<file path="src/tlip_pkg.sv">
// Purpose: Shared constants and carriers for the two-level interrupt priority controller
// Assumes: One instruction-cycle clock, sources presented as a flat vector
// Notes:   Source count is fixed; external pin sources are marked by a mask constant
package tlip_pkg;

    localparam int          NUM_SRC          = 8;
    localparam logic [20:0] HIGH_VECTOR_ADDR = 21'h00008;
    localparam logic [20:0] LOW_VECTOR_ADDR  = 21'h00018;
    localparam logic [20:0] PC_RESET_VALUE   = 21'h00000;
    localparam int          PRIO_ON_BIT      = 7;
    localparam int          GIE_HIGH_BIT     = 7;
    localparam int          GIE_LOW_BIT      = 6;
    localparam logic [7:0]  CTRL_RESET_VALUE = 8'h00;
    localparam logic [7:0]  RESET_CONTROL_REG_RESET_VALUE = 8'h00;
    // External pin and port-change sources: bits 0..4 here
    localparam logic [7:0]  EXT_SRC_MASK     = 8'h1F;
    // Sources counted as peripherals for the compatibility-mode gate
    localparam logic [7:0]  PERIPH_SRC_MASK  = 8'hE0;
    // Entry latency for pin events, in instruction cycles (3..4 allowed)
    localparam logic [2:0]  EXT_LATENCY_CYC  = 3'h3;
    localparam logic [1:0]  LVL_NONE         = 2'h0;

    typedef enum logic [1:0] {
        TLIP_IDLE  = 2'b00,
        TLIP_DELAY = 2'b01,
        TLIP_ENTER = 2'b10
    } tlip_state_e;

    typedef struct packed {
        logic [NUM_SRC-1:0] flag;
        logic [NUM_SRC-1:0] enable;
        logic [NUM_SRC-1:0] prio_high;
    } tlip_src_s;

    typedef struct packed {
        logic        valid;
        logic        high;
        logic [20:0] vector;
        logic [20:0] ret_addr;
    } tlip_entry_s;

endpackage : tlip_pkg

</file>
<file path="src/tlip_ctrl.sv">
// Purpose: Interrupt priority controller: flags, enables, priority, vectoring, nesting
// Assumes: Clock is the core instruction clock; event inputs come from same-clock logic
// Notes:   Core writes control bytes with a write strobe; entry is reported as one pulse
module tlip_ctrl (
    // Clock and reset
    input  wire logic                          sys_clk_i,
    input  wire logic                          reset_n_i,
    // Source events, one-cycle pulses from peripherals and pin logic
    input  wire logic [tlip_pkg::NUM_SRC-1:0]  src_event_i,
    // Software writes from the core
    input  wire logic                          ctrl_wr_i,
    input  wire logic [7:0]                    ctrl_wdata_i,
    input  wire logic                          reset_control_reg_wr_i,
    input  wire logic [7:0]                    reset_control_reg_wdata_i,
    input  wire logic                          flag_wr_i,
    input  wire logic [tlip_pkg::NUM_SRC-1:0]  flag_wdata_i,
    input  wire logic                          enable_wr_i,
    input  wire logic [tlip_pkg::NUM_SRC-1:0]  enable_wdata_i,
    input  wire logic                          prio_wr_i,
    input  wire logic [tlip_pkg::NUM_SRC-1:0]  prio_wdata_i,
    // Core fetch interface
    input  wire logic [20:0]                   core_pc_i,
    input  wire logic                          return_from_irq_instr_i,
    // Register views
    output logic [7:0]                         irq_control_reg_o,
    output logic [7:0]                         reset_control_reg_o,
    output tlip_pkg::tlip_src_s                src_state_o,
    // Entry towards the core
    output tlip_pkg::tlip_entry_s              entry_o,
    output logic                               in_high_isr_o,
    output logic                               in_low_isr_o
);

    typedef struct packed {
        tlip_pkg::tlip_state_e st;
        logic [2:0]            lat_cnt;
        logic                  pend_high;
        logic [7:0]            ctrl;
        logic [7:0]            reset_control_reg;
        tlip_pkg::tlip_src_s   src;
        tlip_pkg::tlip_entry_s entry;
        logic                  in_high;
        logic                  in_low;
    } tlip_regs_s;

    tlip_regs_s state_reg;
    tlip_regs_s state_next;

    // Any qualified source among those selected by the mask
    function automatic logic any_req(input logic [tlip_pkg::NUM_SRC-1:0] f,
                                     input logic [tlip_pkg::NUM_SRC-1:0] e,
                                     input logic [tlip_pkg::NUM_SRC-1:0] m);
        any_req = |(f & e & m);
    endfunction : any_req

    logic prio_on;
    logic gie_high;
    logic gie_low;
    logic req_high;
    logic req_low;
    logic req_any;

    always_comb begin
        prio_on  = state_reg.reset_control_reg[tlip_pkg::PRIO_ON_BIT];
        gie_high = state_reg.ctrl[tlip_pkg::GIE_HIGH_BIT];
        gie_low  = state_reg.ctrl[tlip_pkg::GIE_LOW_BIT];
        if (prio_on) begin
            req_high = gie_high &&
                       any_req(state_reg.src.flag, state_reg.src.enable,
                               state_reg.src.prio_high);
            // Low level blocked while a high routine runs
            req_low  = gie_low && !state_reg.in_high &&
                       any_req(state_reg.src.flag, state_reg.src.enable,
                               ~state_reg.src.prio_high);
        end else begin
            // Priority bits take no part here
            req_high = gie_high &&
                       (any_req(state_reg.src.flag, state_reg.src.enable,
                                ~tlip_pkg::PERIPH_SRC_MASK) ||
                        (gie_low && any_req(state_reg.src.flag, state_reg.src.enable,
                                            tlip_pkg::PERIPH_SRC_MASK)));
            req_low  = 1'b0;
        end
        req_any = req_high || req_low;
    end

    always_comb begin
        state_next             = state_reg;
        state_next.entry.valid = 1'b0;

        // Hardware set wins over a software clear in the same cycle
        if (flag_wr_i) begin
            state_next.src.flag = flag_wdata_i;
        end
        state_next.src.flag = state_next.src.flag | src_event_i;
        if (enable_wr_i) begin
            state_next.src.enable = enable_wdata_i;
        end
        if (prio_wr_i) begin
            state_next.src.prio_high = prio_wdata_i;
        end
        if (reset_control_reg_wr_i) begin
            state_next.reset_control_reg = reset_control_reg_wdata_i;
        end
        if (ctrl_wr_i) begin
            state_next.ctrl = ctrl_wdata_i;
        end

        // Return re-arms the level that was left; high unwinds before low
        if (return_from_irq_instr_i) begin
            if (!prio_on) begin
                state_next.ctrl[tlip_pkg::GIE_HIGH_BIT] = 1'b1;
                state_next.in_high = 1'b0;
            end else if (state_reg.in_high) begin
                state_next.ctrl[tlip_pkg::GIE_HIGH_BIT] = 1'b1;
                state_next.in_high = 1'b0;
            end else if (state_reg.in_low) begin
                state_next.ctrl[tlip_pkg::GIE_LOW_BIT] = 1'b1;
                state_next.in_low = 1'b0;
            end
        end

        unique case (state_reg.st)
            tlip_pkg::TLIP_IDLE: begin
                if (req_any) begin
                    // High chosen first when both qualify
                    state_next.pend_high = req_high;
                    // Fixed latency for all sources keeps pin latency independent of
                    // the interrupted instruction length
                    state_next.lat_cnt = tlip_pkg::EXT_LATENCY_CYC - 3'h2;
                    state_next.st      = tlip_pkg::TLIP_DELAY;
                end
            end
            tlip_pkg::TLIP_DELAY: begin
                if (state_reg.lat_cnt == 3'h0) begin
                    state_next.st = tlip_pkg::TLIP_ENTER;
                end else begin
                    state_next.lat_cnt = state_reg.lat_cnt - 3'h1;
                end
            end
            tlip_pkg::TLIP_ENTER: begin
                state_next.st = tlip_pkg::TLIP_IDLE;
                // Request may have vanished if software disabled it meanwhile
                if (req_high || (req_low && !state_reg.pend_high)) begin
                    state_next.entry.valid    = 1'b1;
                    state_next.entry.ret_addr = core_pc_i;
                    state_next.entry.high     = req_high;
                    if (req_high) begin
                        state_next.entry.vector = tlip_pkg::HIGH_VECTOR_ADDR;
                        state_next.ctrl[tlip_pkg::GIE_HIGH_BIT] = 1'b0;
                        state_next.in_high = 1'b1;
                    end else begin
                        state_next.entry.vector = tlip_pkg::LOW_VECTOR_ADDR;
                        state_next.ctrl[tlip_pkg::GIE_LOW_BIT] = 1'b0;
                        state_next.in_low = 1'b1;
                    end
                end
            end
            default: begin
                state_next.st = tlip_pkg::TLIP_IDLE;
            end
        endcase
    end

    always_ff @(posedge sys_clk_i or negedge reset_n_i) begin
        if (!reset_n_i) begin
            state_reg.st        <= tlip_pkg::TLIP_IDLE;
            state_reg.lat_cnt   <= 3'h0;
            state_reg.pend_high <= 1'b0;
            state_reg.ctrl      <= tlip_pkg::CTRL_RESET_VALUE;
            state_reg.reset_control_reg      <= tlip_pkg::RESET_CONTROL_REG_RESET_VALUE;
            state_reg.src       <= '0;
            state_reg.entry     <= '0;
            state_reg.in_high   <= 1'b0;
            state_reg.in_low    <= 1'b0;
        end else begin
            state_reg <= state_next;
        end
    end

    always_comb begin
        irq_control_reg_o   = state_reg.ctrl;
        reset_control_reg_o = state_reg.reset_control_reg;
        src_state_o         = state_reg.src;
        entry_o             = state_reg.entry;
        in_high_isr_o       = state_reg.in_high;
        in_low_isr_o        = state_reg.in_low;
    end

endmodule : tlip_ctrl

</file>
<file path="config.mk">
export PLATFORM = sky130hd
export DESIGN_NAME = tlip_ctrl
export DESIGN_NICKNAME = d
export VERILOG_FILES = /design/src/tlip_pkg.sv /design/src/tlip_ctrl.sv
export SDC_FILE = /design/constraint.sdc
export NUM_CORES = 1
export LEC_CHECK = 0
export ABC_AREA = 1
export ABC_CLOCK_PERIOD_IN_PS = 1550
export BUFFER_PORTS_ARGS = -buffer_cell sky130_fd_sc_hd__buf_2
export CORE_UTILIZATION = 30
export CTS_CLUSTER_DIAMETER = 150
export CTS_CLUSTER_SIZE = 10
export DETAILED_ROUTE_END_ITERATION = 10
export PLACE_DENSITY_LB_ADDON = 0.12
export SLEW_MARGIN = 0
export SYNTH_ARGS = -nofsm -noshare
export SYNTH_HDL_FRONTEND = slang
export SYNTH_SLANG_ARGS = --single-unit
</file>
<file path="constraint.sdc">
create_clock -name sys_clk_i -period 1.55 [get_ports sys_clk_i]
set_clock_uncertainty 0.1 [all_clocks]
set_input_delay 0.31 -clock sys_clk_i [delete_from_list [all_inputs] [get_ports sys_clk_i]]
set_output_delay 0.31 -clock sys_clk_i [all_outputs]
set_load 0.005 [all_outputs]
</file>
# Yosys cells after proc, flatten, opt, wreduce, memory -nomap -nowiden
# Index checks and enable logic that the tools add are counted.
# totals
regBits	92
in_bits	77
output_inout_bits	86
word_cells	75
# classes
add_sub_neg	1
n_eq_ne	5
mux	27
n_bitwise	5
n_reduce_logical	22
# op_table
op	count
2-to-1 mux 46 bit	2
AND 8 bit	3
2-to-1 mux 8 bit	2
OR reduction 8 bit	2
2-to-1 mux 1 bit	13
2-to-1 mux 2 bit	5
inverter 8 bit	1
bitwise OR 8 bit	1
logical AND 1 bit	6
2-to-1 mux 6 bit	1
inequality test 2 bit, second input constant	3
one-hot mux 3 bit (2 select lines)	1
AND reduction 2 bit	3
2-to-1 mux 5 bit	1
OR reduction 5 bit	1
one-hot mux 2 bit (2 select lines)	1
zero test 3 bit	1
logical OR 1 bit	3
2-to-1 mux 3 bit	1
AND reduction 3 bit	1
OR reduction 3 bit	1
subtractor 3 x 1 -> 3 bit, second input constant	1
== test 2 x 1 -> 1 bit, second input constant	1
== test 2 bit, second input constant	1
3 further kinds	4

# Longest topological paths before layout
# logic_depth
depth_word	9
mapped_depth	12
depth_no_buf	11

# Least setup slack after synthesis
# No wires, ideal clock.
# synth_path
kind	register -> register
startpoint	reg state_reg, in the netlist src_state_o[0]
endpoint	reg state_reg, in the netlist entry_o[3]
setup_ps	117
arrival_time_ps	1222
t_required_ps	1333
slack_ps	110
path_stages_with_launch	12
path_buffers	1
synth_period_minus_slack_ps	1440
path_cell_list	dfrtp_1 -> inv_1 -> nand3_1 -> o21ai_1 -> nor2_1 -> nand2_1 -> nand2_2 -> nor2_4 -> nand2_4 -> buf_2 -> nand3_1 -> nand2_1
# synth_between
elab_chain_cells	8
word_cells_on_any_way	12
cone_classes	mux: 2; bitwise: 3; reduce/logical: 7
# synth_lines
element	line_no	rtl
start: declaration	tlip_ctrl.sv:46	tlip_regs_s state_reg;
start signal: assignment	tlip_ctrl.sv:177	state_reg <= state_next;
inverter 8 bit	tlip_ctrl.sv:74	~state_reg.src.prio_high);
AND 8 bit	tlip_ctrl.sv:53	any_req = |(f & e & m);
OR reduction 8 bit	tlip_ctrl.sv:53	
logical AND 1 bit	tlip_ctrl.sv:72	req_low = gie_low && !state_reg.in_high &&
2-to-1 mux 1 bit	tlip_ctrl.sv:67	if (prio_on) begin
logical AND 1 bit	tlip_ctrl.sv:144	if (req_high || (req_low && !state_reg.pend_high)) begin
logical OR 1 bit (*)	tlip_ctrl.sv:144	
AND reduction 2 bit (no line) (*)	-	
# Mark *: on every way between the ends. The rest lies on a longest branch, timed or not.
# A chain may end at the register's enable or synchronous reset.

# Final worst setup path
# layout_path
startpoint	reg state_reg, in the netlist src_state_o[14]
endpoint	reg state_reg, in the netlist entry_o[4]
# layout_between
elab_chain_cells	8
word_cells_on_any_way	16
cone_classes	mux: 2; bitwise: 3; reduce/logical: 11
# layout_lines
element	line_no
AND 8 bit (*)	tlip_ctrl.sv:53
AND 8 bit / OR reduction 3 bit (equally long branches)	tlip_ctrl.sv:53
OR reduction 8 bit / logical AND 1 bit (equally long branches)	tlip_ctrl.sv:53, tlip_ctrl.sv:80
logical AND 1 bit / logical OR 1 bit (equally long branches)	tlip_ctrl.sv:72, tlip_ctrl.sv:79
2-to-1 mux 1 bit / logical AND 1 bit (equally long branches)	tlip_ctrl.sv:67, tlip_ctrl.sv:77
logical AND 1 bit / 2-to-1 mux 1 bit (equally long branches)	tlip_ctrl.sv:144, tlip_ctrl.sv:67
logical OR 1 bit (*)	tlip_ctrl.sv:144
AND reduction 2 bit (no line) (*)	-
# Marked as above.

==> impl_metrics.tcl <==
set metrics [dict create \
    status "finished, violations left" \
    violations "negative setup slack" \
    synthArstFlopShare_pct 100 \
    setup_viol 21 \
    dr_total_vias 2887 \
    postRouteAntennaNets 0 \
    viasPerCell 4.16 \
    yosys.area.top_type "dfrtp_1" \
    synth_fa_ha_area_share_pct 0.654 \
    cp-end-kind "flip-flop" \
    post-route-period-util_pct 103 \
    yosysTopAreaCellShare_pct 47.7 \
    diodes 0 \
    syn_area_um2 3830 \
    ys_top_cells_by_area "dfrtp_1, buf_4, nand2_1, mux2_2, nand3_1" \
    finalNonFillerCells 694 \
    grt_overflow 0 \
    fill_cells 1287 \
    numCtsBuffers 9 \
    cp_max_fo 7 \
    syn-mean-instance-area_um2 9.50 \
    htree_levels 3 \
    grt_pass1_wl_um 13400 \
    start_util_pct 31.3 \
    grt_setup_unrepaired "yes" \
    hold_viol 0 \
    die-area_um2 13200 \
    cts_num_sinks 73 \
    die_y_um 115 \
    grt_pass1_vias 2850 \
    setup_tns_ps -637 \
    grt_max_degree 31 \
    critPathArrivalTime_ps 1720 \
    ys_warn_count 0 \
    crit_type "reg -> reg" \
    setup_slack_ps -53.0 \
    netlist_instances 403 \
    gp_congestion 0.708 \
    synthSimpleGateAreaFrac_pct 20.2 \
    fin_nets 600 \
    portBuffers 143 \
    core_area_um2 12200 \
    detail_route.first_pass.iterations 4 \
    yosys.cell_count.top_type "nand2_1" \
    cts_root_buf "clkbuf_16" \
    drt_wl_total_um 8590 \
    ios 163 \
    rows 40 \
    whs_ps 64.9 \
    syn2layout_area_growth_pct 27.7 \
    synth_edf_count 0 \
    placedCellCount 672 \
    peakVddDrop_v 0.000435 \
    synthXorXnorAreaFrac_pct 0.229 \
    synth_commonest_cells "nand2_1, buf_4, dfrtp_1, nand3_1, mux2_2" \
    startpoint_type "flip-flop" \
    fmax_mhz 624 \
    synth_compound_area_share_pct 3.86 \
    synth_top_family_by_area "simple AND/OR/NAND/NOR gates" \
    synth_seq_area_share_pct 47.7 \
    hold_class "in -> reg" \
    track_usage_pct 13.5 \
    fin_crit_ps 1600 \
    yosys_register_bits 73 \
    cts_tree "done" \
    largest_reg_flops 25 \
    drtIter0Drc 88 \
    hpwlAfterDp_um 6450 \
    max-cap-violations 0 \
    wl_per_cell_um 12.4 \
    p_leak_nw 2.58 \
    drv_slew 0 \
    die_x_um 115 \
    synthMuxAreaShare_pct 7.03 \
    insertion_delay_ps 330 \
    synth.distinct_cells 26 \
    antenna_found_initial 0 \
    cts.reportedPaths.clkPinSlew_ps 50 \
    crit_required_ps 1670 \
    route.detailed.drc 0 \
    drive_gt1_share_pct 52.3 \
    powerDensity_nw_per_um2 1460 \
    ys.flop_type "dfrtp_1" \
    clock_path_buffers 2 \
]
## power breakdown
part,switching (mW),internal [mW]
combinational,1.26,1.23
sequential,0.324,2.42
clock,0.750,1.16
total,2.33,4.81
## kinds of logic after synthesis
group,Yosys count
fa+ha+maj,2
buf+inv,112
mux,24
compound gates,29
simple gates,161
other cells,1
flops,73
xor+xnor,1
## repair_timing
item | in CTS | in global routing
endpoints found under the hold margin | 20 | 0
gates resized for setup | 5 | 33
buffers inserted | 1 | 3
setup endpoints to repair | 26 | 32
gates cloned | 0 | 1
pin swaps | 1 | 2
hold buffers | 1 | 0
## per-stage QoR
| stage | utilization, % | total power [mW] | worst slack, ps | instance area (µm²) |
|---|---|---|---|---|
| 2_1_floorplan | - | 4.51 | 110 | 3890 |
| 3_3_place_gp | 36.3 | 4.93 | -62.4 | 4430 |
| 3_5_place_dp | 36.3 | 4.96 | -71.1 | 4430 |
| 4_1_cts | 38.8 | 6.97 | -29.1 | 4730 |
| 5_1_grt | 40.0 | 7.68 | -155 | 4890 |
| 6_report | 40.0 | 7.15 | -53.0 | 4890 |
## placed cells by master, fill, tap and decap left out, types with 11 or more instances in the layout
master	count
buf_2	142
nand3_1	28
inv_1	15
dfrtp_1	72
o21ai_0	11
nand2_1	70
nand2_2	31
buf_4	32
mux2_2	23
conb_1	19
## final timing paths
path	startpoint	endpoint	slack [ps]	depth (start not counted)
max	src_state_o[14]	entry_o[4]	-50	11
min in group asynchronous	reset_n_i	entry_o[43]	330	2
min	src_event_i[1]	src_state_o[17]	60	3
min reg2reg	state_reg[87]	state_reg[87]	380	2
max in group asynchronous	reset_n_i	src_state_o[14]	540	3
max reg2reg	src_state_o[14]	entry_o[4]	-50	11
## worst max-delay path, stage by stage (launching register included)
cell and delay (ps):
dfrtp_2 440, nand3_2 80, o21ai_1 60, nor2_1 120, nand2_1 80, nand2_2 110
nor2_4 60, nand2_4 90, nand2_8 80, clkbuf_16 180, nand2_2 50, nand2_1 40
## per-layer routing
metal	vias up	GRT usage (%)	share of wire, %
li1	1426	-	-
met2	80	22.9	50
met3	9	3.69	5.2
met5	-	0	0
met1	1372	15.8	43
met4	0	5.97	1.3
## final cells by class
type                    instances  area [µm²]  share of cell area (%)
clock buffers                  13         260                    5.33
inverters                      17        63.8                    1.31
clock inverters                 3        15.0                   0.307
multi-input cells             236        1400                    28.6
repair buffers                184        1110                    22.7
flip-flops and latches         73        1830                    37.4
well taps                     168         210                    4.30
(Power assumes the default switching activity.)
